<file path="config.mk">
export PLATFORM = sky130hd
export DESIGN_NAME = akb_top
export DESIGN_NICKNAME = d
export VERILOG_FILES = /design/src/pkg/akb_pkg.sv /design/src/core/akb_digest.sv /design/src/core/akb_top.sv
export SDC_FILE = /design/constraint.sdc
export NUM_CORES = 2
export LEC_CHECK = 0
export BUFFER_PORTS_ARGS = -buffer_cell sky130_fd_sc_hd__buf_2
export CORE_ASPECT_RATIO = 0.6
export CORE_MARGIN = 2
export CORE_UTILIZATION = 25
export CTS_CLUSTER_DIAMETER = 80
export DETAILED_ROUTE_END_ITERATION = 7
export PLACE_DENSITY = 0.35
export SLEW_MARGIN = 40
export SYNTH_ARGS = -nofsm -noshare
export SYNTH_HDL_FRONTEND = slang
export SYNTH_SLANG_ARGS = --single-unit
</file>
<file path="constraint.sdc">
create_clock -name core_clk -period 42.7 [get_ports core_clk]
set_input_delay 4.27 -clock core_clk [delete_from_list [all_inputs] [get_ports core_clk]]
set_output_delay 4.27 -clock core_clk [all_outputs]
set_load 0.05 [all_outputs]
</file>
<file path="src/pkg/akb_pkg.sv">
// constants and types shared by the authentication key block
// assumes byte-wide command locations and one 40 MHz clock domain
// Functional notes
// - challenge returns 160-bit keyed SHA-1 digest
// - default key used until one programmed
// - locked device reads out no key byte, unless it is relocked in a digest write-back cycle
// - key replaced only while unlocked
// - access select 0x00 maps flash block
// - class 0x70 maps security block
// - 32 buffer bytes readable at 0x40-0x5f
// - key bytes sit at 0x48-0x57
// - commit only on correct checksum write
// - checksum is 255 minus byte sum
// - device accepts relock after commit
// - commit only when cell voltage sufficient
// - valid challenge sum replaces challenge with digest
package akb_pkg;
   localparam logic [7:0]   AKB_ADDR_CLASS = 8'h3e;
   localparam logic [7:0]   AKB_ADDR_BUF   = 8'h40;
   localparam logic [7:0]   AKB_ADDR_LAST  = 8'h5f;
   localparam logic [7:0]   AKB_ADDR_SUM   = 8'h60;
   localparam logic [7:0]   AKB_ADDR_CTL   = 8'h61;
   localparam logic [4:0]   AKB_KEY_FIRST  = 5'h08;
   localparam logic [4:0]   AKB_KEY_LAST   = 5'h17;
   localparam logic [4:0]   AKB_CHAL_LAST  = 5'h13;
   localparam logic [7:0]   AKB_SEC_CLASS  = 8'h70;
   localparam logic [7:0]   AKB_MODE_FLASH = 8'h00;
   localparam logic [7:0]   AKB_MODE_AUTH  = 8'h01;
   localparam logic [7:0]   AKB_SUM_BASE   = 8'hff;
   localparam logic [127:0] AKB_KEY_DFLT   = 128'h0123456789abcdeffedcba9876543210;
   localparam logic [7:0]   AKB_IPAD       = 8'h36;
   localparam logic [7:0]   AKB_OPAD       = 8'h5c;
   localparam logic [7:0]   AKB_PAD_ONE    = 8'h80;
   localparam logic [63:0]  AKB_MSG_BITS   = 64'h2a0;
   localparam logic [6:0]   AKB_LAST_RND   = 7'h4f;
   localparam logic [159:0] AKB_SHA_IV     =
      160'h67452301efcdab8998badcfe10325476c3d2e1f0;
   localparam logic [31:0]  AKB_K0 = 32'h5a827999;
   localparam logic [31:0]  AKB_K1 = 32'h6ed9eba1;
   localparam logic [31:0]  AKB_K2 = 32'h8f1bbcdc;
   localparam logic [31:0]  AKB_K3 = 32'hca62c1d6;

   typedef enum logic [3:0] {
      AKB_DG_IDLE  = 4'h1,
      AKB_DG_LOAD  = 4'h2,
      AKB_DG_ROUND = 4'h4,
      AKB_DG_ADD   = 4'h8
   } akb_dg_st_t;
endpackage

</file>
<file path="src/core/akb_digest.sv">
// iterative keyed sha-1 engine: four compressions, one round per clock
// assumes key and challenge stay stable while busy is high
`timescale 1ns/1ps
module akb_digest (
   input  wire logic         core_clk,
   input  wire logic         srst,
   input  wire logic         start,
   input  wire logic [127:0] key,
   input  wire logic [159:0] chal,
   output logic              busy,
   output logic              done,
   output logic [159:0]      digest
);
   akb_pkg::akb_dg_st_t state_q;
   logic [1:0]   phase_q;
   logic [6:0]   rnd_q;
   logic [159:0] h_q;
   logic [159:0] ih_q;
   logic [159:0] v_q;
   logic [511:0] w_q;
   logic [31:0]  a, b, c, d, e, f, k, tmp, wn;
   logic [159:0] h_d;

   // padded 64-byte block for each compression phase
   function automatic logic [511:0] blk(input logic [1:0] ph, input logic [127:0] kk,
                                        input logic [159:0] m, input logic [159:0] ih);
      case (ph)
         2'h0: blk = {kk ^ {16{akb_pkg::AKB_IPAD}}, {48{akb_pkg::AKB_IPAD}}};
         2'h1: blk = {m, akb_pkg::AKB_PAD_ONE, 280'h0, akb_pkg::AKB_MSG_BITS};
         2'h2: blk = {kk ^ {16{akb_pkg::AKB_OPAD}}, {48{akb_pkg::AKB_OPAD}}};
         default: blk = {ih, akb_pkg::AKB_PAD_ONE, 280'h0, akb_pkg::AKB_MSG_BITS};
      endcase
   endfunction

   always_comb begin
      {a, b, c, d, e} = v_q;
      if (rnd_q < 7'h14) begin
         f = (b & c) | (~b & d);
         k = akb_pkg::AKB_K0;
      end else if (rnd_q < 7'h28) begin
         f = b ^ c ^ d;
         k = akb_pkg::AKB_K1;
      end else if (rnd_q < 7'h3c) begin
         f = (b & c) | (b & d) | (c & d);
         k = akb_pkg::AKB_K2;
      end else begin
         f = b ^ c ^ d;
         k = akb_pkg::AKB_K3;
      end
      tmp = {a[26:0], a[31:27]} + f + e + k + w_q[511:480];
      wn  = w_q[511:480] ^ w_q[447:416] ^ w_q[255:224] ^ w_q[95:64];
   end

   genvar gi;
   generate
      for (gi = 0; gi < 5; gi++) begin : g_add
         assign h_d[gi*32 +: 32] = h_q[gi*32 +: 32] + v_q[gi*32 +: 32];
      end
   endgenerate

   always_ff @(posedge core_clk) begin
      if (srst) begin
         state_q <= akb_pkg::AKB_DG_IDLE;
         phase_q <= 2'h0;
         rnd_q   <= 7'h0;
         h_q     <= 160'h0;
         ih_q    <= 160'h0;
         v_q     <= 160'h0;
         w_q     <= 512'h0;
         done    <= 1'b0;
         digest  <= 160'h0;
      end else begin
         done <= 1'b0;
         unique case (state_q)
            akb_pkg::AKB_DG_IDLE: if (start) begin
               phase_q <= 2'h0;
               h_q     <= akb_pkg::AKB_SHA_IV;
               state_q <= akb_pkg::AKB_DG_LOAD;
            end
            akb_pkg::AKB_DG_LOAD: begin
               w_q     <= blk(phase_q, key, chal, ih_q);
               v_q     <= h_q;
               rnd_q   <= 7'h0;
               state_q <= akb_pkg::AKB_DG_ROUND;
            end
            akb_pkg::AKB_DG_ROUND: begin
               v_q   <= {tmp, a, {b[1:0], b[31:2]}, c, d};
               w_q   <= {w_q[479:0], wn[30:0], wn[31]};
               rnd_q <= rnd_q + 7'h1;
               if (rnd_q == akb_pkg::AKB_LAST_RND) state_q <= akb_pkg::AKB_DG_ADD;
            end
            akb_pkg::AKB_DG_ADD: begin
               phase_q <= phase_q + 2'h1;
               state_q <= akb_pkg::AKB_DG_LOAD;
               if (phase_q == 2'h1) begin
                  ih_q <= h_d;
                  h_q  <= akb_pkg::AKB_SHA_IV;
               end else begin
                  h_q <= h_d;
               end
               if (phase_q == 2'h3) begin
                  digest  <= h_d;
                  done    <= 1'b1;
                  state_q <= akb_pkg::AKB_DG_IDLE;
               end
            end
         endcase
      end
   end

   assign busy = (state_q != akb_pkg::AKB_DG_IDLE);

   digest_bound_a: assert property (@(posedge core_clk) disable iff (srst)
      (start && !busy) |-> ##[329:329] done)
      else $error("digest not finished in time");
endmodule

</file>
<file path="src/core/akb_top.sv">
// authentication and key storage block behind byte-wide command locations
// assumes host commands are synchronous single-cycle strobes; lock state
// changes come from the security logic as pulses
`timescale 1ns/1ps
module akb_top (
   input  wire logic        core_clk,
   input  wire logic        srst,
   input  wire logic [7:0]  cmd_addr,
   input  wire logic [7:0]  cmd_wdata,
   input  wire logic        cmd_wr,
   input  wire logic        cmd_rd,
   output logic [7:0]       cmd_rdata,
   input  wire logic [15:0] cell_mv,
   input  wire logic [15:0] flash_ok_mv,
   input  wire logic        unlock_req,
   input  wire logic        lock_req,
   output logic             unlocked_state,
   output logic             auth_busy,
   output logic             flash_commit
);
   logic [7:0]   buf_q [32];
   logic [7:0]   flash_q [32];
   logic [7:0]   access_q;
   logic [7:0]   class_q;
   logic [7:0]   sum_q;
   logic [127:0] key;
   logic [159:0] chal;
   logic [159:0] digest;
   logic         dg_done;
   logic         dg_start;
   logic         in_buf;
   logic [4:0]   idx;
   logic [7:0]   blk_sum;
   logic [7:0]   chal_sum;
   logic         flash_map;
   logic         sum_wr;

   // 8-bit wrapping sum of buffer bytes 0..last
   function automatic logic [7:0] byte_sum(input logic [7:0] bytes [32],
                                           input logic [4:0] last);
      logic [7:0] s;
      s = 8'h00;
      for (int i = 0; i < 32; i++) begin
         if (i <= int'(last)) s = s + bytes[i];
      end
      byte_sum = s;
   endfunction

   assign in_buf    = (cmd_addr >= akb_pkg::AKB_ADDR_BUF) && (cmd_addr <= akb_pkg::AKB_ADDR_LAST);
   assign idx       = cmd_addr[4:0];
   assign blk_sum   = akb_pkg::AKB_SUM_BASE - byte_sum(buf_q, 5'h1f);
   assign chal_sum  = akb_pkg::AKB_SUM_BASE - byte_sum(buf_q, akb_pkg::AKB_CHAL_LAST);
   assign flash_map = unlocked_state && (access_q == akb_pkg::AKB_MODE_FLASH)
                      && (class_q == akb_pkg::AKB_SEC_CLASS);
   assign sum_wr    = cmd_wr && (cmd_addr == akb_pkg::AKB_ADDR_SUM);

   genvar gk;
   generate
      for (gk = 0; gk < 16; gk++) begin : g_key
         assign key[127 - gk*8 -: 8] = flash_q[int'(akb_pkg::AKB_KEY_FIRST) + gk];
      end
      for (gk = 0; gk < 20; gk++) begin : g_chal
         assign chal[159 - gk*8 -: 8] = buf_q[gk];
      end
   endgenerate

   // security state: lock wins over unlock in the same cycle
   always_ff @(posedge core_clk) begin
      if (srst) begin
         unlocked_state <= 1'b0;
      end else if (lock_req) begin
         unlocked_state <= 1'b0;
      end else if (unlock_req) begin
         unlocked_state <= 1'b1;
      end
   end

   // access select and class select
   always_ff @(posedge core_clk) begin
      if (srst) begin
         access_q <= akb_pkg::AKB_MODE_AUTH;
         class_q  <= 8'h00;
      end else if (cmd_wr && cmd_addr == akb_pkg::AKB_ADDR_CTL) begin
         access_q <= cmd_wdata;
      end else if (cmd_wr && cmd_addr == akb_pkg::AKB_ADDR_CLASS) begin
         class_q <= cmd_wdata;
      end
   end

   // challenge start only on a matching sum in authentication mode
   assign dg_start = sum_wr && (access_q == akb_pkg::AKB_MODE_AUTH)
                     && (cmd_wdata == chal_sum) && !auth_busy;

   akb_digest u_digest (
      .core_clk (core_clk),
      .srst     (srst),
      .start    (dg_start),
      .key      (key),
      .chal     (chal),
      .busy     (auth_busy),
      .done     (dg_done),
      .digest   (digest)
   );

   // transfer buffer: host writes, class mapping, digest write-back
   always_ff @(posedge core_clk) begin
      if (srst) begin
         for (int i = 0; i < 32; i++) buf_q[i] <= 8'h00;
      end else if (dg_done) begin
         for (int i = 0; i < 20; i++) buf_q[i] <= digest[159 - i*8 -: 8];
      end else if (lock_req) begin
         // relock drops any mapped key copy unless a digest write-back lands in the same cycle
         for (int i = 0; i < 32; i++) buf_q[i] <= 8'h00;
      end else if (cmd_wr && cmd_addr == akb_pkg::AKB_ADDR_CLASS
                   && cmd_wdata == akb_pkg::AKB_SEC_CLASS && unlocked_state
                   && access_q == akb_pkg::AKB_MODE_FLASH) begin
         for (int i = 0; i < 32; i++) buf_q[i] <= flash_q[i];
      end else if (cmd_wr && in_buf && !auth_busy) begin
         buf_q[idx] <= cmd_wdata;
      end
   end

   always_ff @(posedge core_clk) begin
      if (srst) begin
         sum_q <= 8'h00;
      end else if (sum_wr) begin
         sum_q <= cmd_wdata;
      end
   end

   // flash image; a low cell aborts the commit silently
   always_ff @(posedge core_clk) begin
      if (srst) begin
         flash_commit <= 1'b0;
         for (int i = 0; i < 32; i++) begin
            if (i >= int'(akb_pkg::AKB_KEY_FIRST) && i <= int'(akb_pkg::AKB_KEY_LAST))
               flash_q[i] <= akb_pkg::AKB_KEY_DFLT[127 - (i - 8)*8 -: 8];
            else
               flash_q[i] <= 8'h00;
         end
      end else begin
         flash_commit <= 1'b0;
         if (sum_wr && flash_map && cmd_wdata == blk_sum
             && cell_mv >= flash_ok_mv) begin
            flash_commit <= 1'b1;
            for (int i = 0; i < 32; i++) flash_q[i] <= buf_q[i];
         end
      end
   end

   // read port; key bytes are blanked while locked in flash mode
   always_ff @(posedge core_clk) begin
      if (srst) begin
         cmd_rdata <= 8'h00;
      end else if (cmd_rd) begin
         cmd_rdata <= 8'h00;
         if (in_buf) begin
            if (!unlocked_state && access_q == akb_pkg::AKB_MODE_FLASH
                && idx >= akb_pkg::AKB_KEY_FIRST && idx <= akb_pkg::AKB_KEY_LAST)
               cmd_rdata <= 8'h00;
            else
               cmd_rdata <= buf_q[idx];
         end else if (cmd_addr == akb_pkg::AKB_ADDR_SUM) begin
            cmd_rdata <= sum_q;
         end else if (cmd_addr == akb_pkg::AKB_ADDR_CTL) begin
            cmd_rdata <= access_q;
         end else if (cmd_addr == akb_pkg::AKB_ADDR_CLASS) begin
            cmd_rdata <= class_q;
         end
      end
   end

   key_default_a: assert property (@(posedge core_clk)
      srst |=> key == akb_pkg::AKB_KEY_DFLT)
      else $error("key not default after reset");

   locked_read_a: assert property (@(posedge core_clk) disable iff (srst)
      (cmd_rd && !unlocked_state && access_q == akb_pkg::AKB_MODE_FLASH
       && cmd_addr >= 8'h48 && cmd_addr <= 8'h57) |=> cmd_rdata == 8'h00)
      else $error("key byte read while locked");

   commit_unlocked_a: assert property (@(posedge core_clk) disable iff (srst)
      flash_commit |-> $past(unlocked_state))
      else $error("commit while locked");

   commit_sum_a: assert property (@(posedge core_clk) disable iff (srst)
      flash_commit |-> $past(sum_wr) && $past(flash_map)
                       && sum_q == $past(blk_sum))
      else $error("commit without matching checksum");

   commit_volt_a: assert property (@(posedge core_clk) disable iff (srst)
      flash_commit |-> $past(cell_mv) >= $past(flash_ok_mv))
      else $error("commit below voltage threshold");

   bad_sum_a: assert property (@(posedge core_clk) disable iff (srst)
      (sum_wr && cmd_wdata != blk_sum && cmd_wdata != chal_sum)
      |=> !flash_commit && $stable(key) && !$rose(auth_busy))
      else $error("bad checksum had an effect");

   digest_back_a: assert property (@(posedge core_clk) disable iff (srst)
      dg_done |=> buf_q[0] == $past(digest[159:152]) && buf_q[19] == $past(digest[7:0]))
      else $error("digest not written back");

   class_map_a: assert property (@(posedge core_clk) disable iff (srst)
      (cmd_wr && cmd_addr == akb_pkg::AKB_ADDR_CLASS && cmd_wdata == akb_pkg::AKB_SEC_CLASS
       && unlocked_state && access_q == akb_pkg::AKB_MODE_FLASH && !dg_done && !lock_req)
      |=> buf_q[8] == $past(flash_q[8]))
      else $error("security class not mapped");

   relock_a: assert property (@(posedge core_clk) disable iff (srst)
      lock_req |=> !unlocked_state)
      else $error("relock refused");

   lock_wipe_a: assert property (@(posedge core_clk) disable iff (srst)
      (lock_req && !dg_done) |=> buf_q[8] == 8'h00 && buf_q[23] == 8'h00)
      else $error("buffer kept key bytes after lock");

   rdata_hold_a: assert property (@(posedge core_clk) disable iff (srst)
      !cmd_rd |=> $stable(cmd_rdata))
      else $error("read data changed without a read");
endmodule

</file>
==> reports/results.env <==
CLK_LATENCY_PS=960
GRT_PASS1_WL_UM=714000
DRT_ITER0_DRC=11500
ROUTE.VIAS.TOTAL=82900
YS_TOP_CELLS_BY_COUNT='dfxtp_1, nor2_1, nand2_1'
PLACEMENT.IO_BUFFERS=64
CRITPATHCAPTURETYPE='register'
FILLER_CELL_COUNT=37800
MAX_SLEW.WORST_PIN.SLEW_PS=1070
WORST-SETUP-PATH-TYPE='reg -> reg'
MIN_PERIOD_OVER_PERIOD_PCT=29.1
SYNTH_TOP_AREA_SHARE_PCT=32.4
FINAL_NETS=10400
YS_SEQ_ELEMENTS=1712
FLOORPLAN.IO_PINS=65
CTS-ROOT-BUF='clkbuf_16'
YOSYSMOSTFREQUENTCELL='dfxtp_1'
DRIVE_ABOVE_1_SHARE_PCT=9.67
ARRIVAL_PS=12950
DETAIL_ROUTE.VIAS_PER_CELL=5.63
DRT_PASS1_ITERATIONS=7
SYN2LAYOUT_AREA_GROWTH_PCT=14.4
FINALMAXSLEWVIOLATIONS=0
PLACEABLECOREAREA_SQ_UM=358000
FINALCOREUTILIZATION_PCT=28.8
SYNTH_TOP_AREA_CELL='dfxtp_1'
POWER.TOTAL_uW=5270
PLACEMENT.CELL_AREA_SQ_UM=96500
FINAL_HOLD_VIOL_COUNT=0
DETAIL-ROUTE-ANTENNA-NETS=0
GP_ROUTABILITY_CONGESTION=0.957
MAXSLEWHEADROOM_PCT=28.7
SYNTH_SEQ_AREA_SHARE_PCT=40.9
TIMING.CRITICAL_PATH.REQUIRED_PS=43230
SYNTH.AVG_CELL_AREA_SQ_UM=9.00
CTS_SINKS=1712
FP.DIEH_UM=469
YS_TOP_CELLS_BY_AREA='dfxtp_1, edfxtp_1, fa_1, nor2_1, nand2_1'
YS.FLOP_TYPE='dfxtp_1'
SYNTH_ENABLE_FLOP_CELLS=256
GRT_OVERFLOW_TOTAL=0
POST-ROUTE-CELL-AREA_SQ_UM=103000
FF2FF_SETUP_SLACK_PS=30280
POWER_DENSITY_nW_PER_UM2=51.2
HTREEDEPTH=4
HPWLAFTERDP_UM=404000
DIE-AREA_SQ_UM=365000
POST_CTS_BUFFERS=0
SYNTHESIZED_NETS=10600
SYNTH.CELL_AREA_SQ_UM=90000
TRACK_USAGE_PCT=28.6
GRT_MAX_DEGREE=157
AVGROUTEDWIREPERCELL_UM=36.6
ACHIEVABLE-FREQUENCY_MHz=80.5
NUMCTSBUFFERS=194
SETUP_VIOL=0
STATUS='complete, no violations'
HOLD_WS_PS=427
TIMING.CRITICAL_PATH.FANOUT_MAX=60
INITIAL_UTILIZATION_PCT=25.1
SLOWEST_STAGE='buf_6'
CTS_HOLD_BUFFERS=0
MAX_CAP_VIOL_COUNT=0
FIRST_GLOBAL_VIAS=75000
TIMING.CRITICAL_PATH.SLOWEST_CELL_DELAY_PS=630
DIE_X_UM=778
WORST_PATH_MOST_REPEATED_CELL='fa_1'
FINAL.MIN_CLOCK_PERIOD_PS=12420
YOSYS_WARNINGS=0
WORST_IR_DROP_VDD_uV=160
ROUTED_WIRELENGTH_UM=539000
FIN_SETUP_TNS_PS=0
LEAKAGE_DISSIPATION_uW=0.0385
TRITONCTS='done'
CLOCK_SKEW_PS=107
NETLIST_INSTANCES=9992
HOLD_CLASS='reg -> reg'
STD_CELL_ROWS=170
CLOCK_PATH_BUFFERS=4
YOSYS.CELL_TYPES.COUNT=90
CLKSLEWWORSTSETUPHOLDPATHS_PS=70
REMAINING_DRC_ERRORS=0
ANTENNA_FOUND_INITIAL=76
GRT_SETUP_UNREPAIRED='no'
ASYNC_FLOP_SHARE_PCT=0
SETUP.WORST_PATH.START_CLASS='register'
CTS_RESIZED=0
registers in the layout, summed over array words and instances, names as in the netlist, 160 cells and up:
register	count
flash_q	256
u_digest.w_q	512
u_digest.ih_q	160
u_digest.h_q	160
buf_q	256
u_digest.v_q	160
u_digest.digest	160
layer usage:
metal  global-route usage [%]  routed length (um)  vias up
li1                         -                   -    35400
met1                     46.7              278000    42900
met2                     32.7              181000     4130
met3                     12.0               70500      446
met4                     5.00               10200       32
met5                    0.862                 416        -
cell usage in the layout, fill, tap and decap left out, drive strengths merged, types with 22 or more instances in the layout:
| master | Yosys | layout |
|---|---|---|
| mux4 | 64 | 64 |
| a211oi | 408 | 408 |
| a21o | 95 | 95 |
| a31oi | 22 | 22 |
| o21bai | 26 | 26 |
| buf | 101 | 343 |
| a22o | 150 | 150 |
| or2 | 25 | 25 |
| mux2i | 172 | 172 |
| o221ai | 24 | 24 |
| nand3 | 174 | 174 |
| ha | 268 | 268 |
| nor2 | 1347 | 1347 |
| o21ai | 244 | 244 |
| nor3 | 408 | 408 |
| clkinv | 2 | 47 |
| edfxtp | 256 | 256 |
| o221a | 47 | 47 |
| a21oi | 589 | 589 |
| a22oi | 318 | 318 |
| or3 | 48 | 48 |
| xnor2 | 249 | 249 |
| and2 | 89 | 89 |
| nand2 | 952 | 952 |
| a2111oi | 145 | 145 |
| o22ai | 190 | 190 |
| fa | 304 | 304 |
| nand2b | 32 | 32 |
| dfxtp | 1456 | 1456 |
| nand4 | 22 | 22 |
| clkbuf | 684 | 280 |
| nor2b | 140 | 140 |
| o21a | 39 | 39 |
| diode | 0 | 24 |
| inv | 369 | 375 |
| a221o | 34 | 34 |
| xor2 | 90 | 90 |
| o211ai | 87 | 87 |
| a221oi | 148 | 148 |
through the flow:
stage	setup WS, ps	std cells
2_1_floorplan	27660	9992
3_3_place_gp	29430	14400
3_5_place_dp	30250	14400
4_1_cts	30180	14700
5_1_grt	29900	14700
6_report	30280	14700
worst max-delay path: cells and delay by family (launching register included):
| family | cells | cell delay, ps |
|---|---|---|
| adders and majority gates | 13 | 6110 |
| buffers and inverters | 8 | 2550 |
| AOI/OAI and AO/OA | 7 | 1200 |
| xor gates and xnor gates | 2 | 860 |
| DFF | 1 | 500 |
| and+or+nand+nor | 1 | 500 |
power breakdown:
| part | switching, uW | internal, uW |
|---|---|---|
| logic | 1090 | 741 |
| registers | 24.6 | 1650 |
| clock network | 794 | 968 |
| total | 1910 | 3360 |
cell type report:
type	instances	area (sq um)	area share [%]
inverters	371	1400	1.36
multi-input cells	7124	49600	48.2
repair buffers	343	2750	2.67
clock inverters	66	631	0.613
clock buffers	280	5590	5.43
flip-flops and latches	1712	36900	35.8
diodes	24	60.1	0.0584
well taps	4816	6030	5.86
cells by family (layout without fill, tap and decap cells):
kind of cell	count (synthesis)	count (layout)	share of synthesized area [%]
muxes	239	239	3.55
buffers and inverters	1156	1060	4.96
other	0	24	0
AOI/OAI and AO/OA	2664	2664	20.7
DFF	1712	1712	40.9
and+or+nand+nor	3305	3305	15.9
adders and majority gates	573	573	10.5
xor gates and xnor gates	343	343	3.40
worst paths after layout:
path                            depth (start not counted)                end         startpoint
worst max register to register                         31    flash_q[0][115]         buf_q[194]
worst min-delay path                                    2  u_digest.w_q[170]  u_digest.w_q[138]
worst min register to register                          2  u_digest.w_q[170]  u_digest.w_q[138]
worst max-delay path                                   31    flash_q[0][115]         buf_q[194]
No activity file was read; power rests on OpenSTA's default activity.
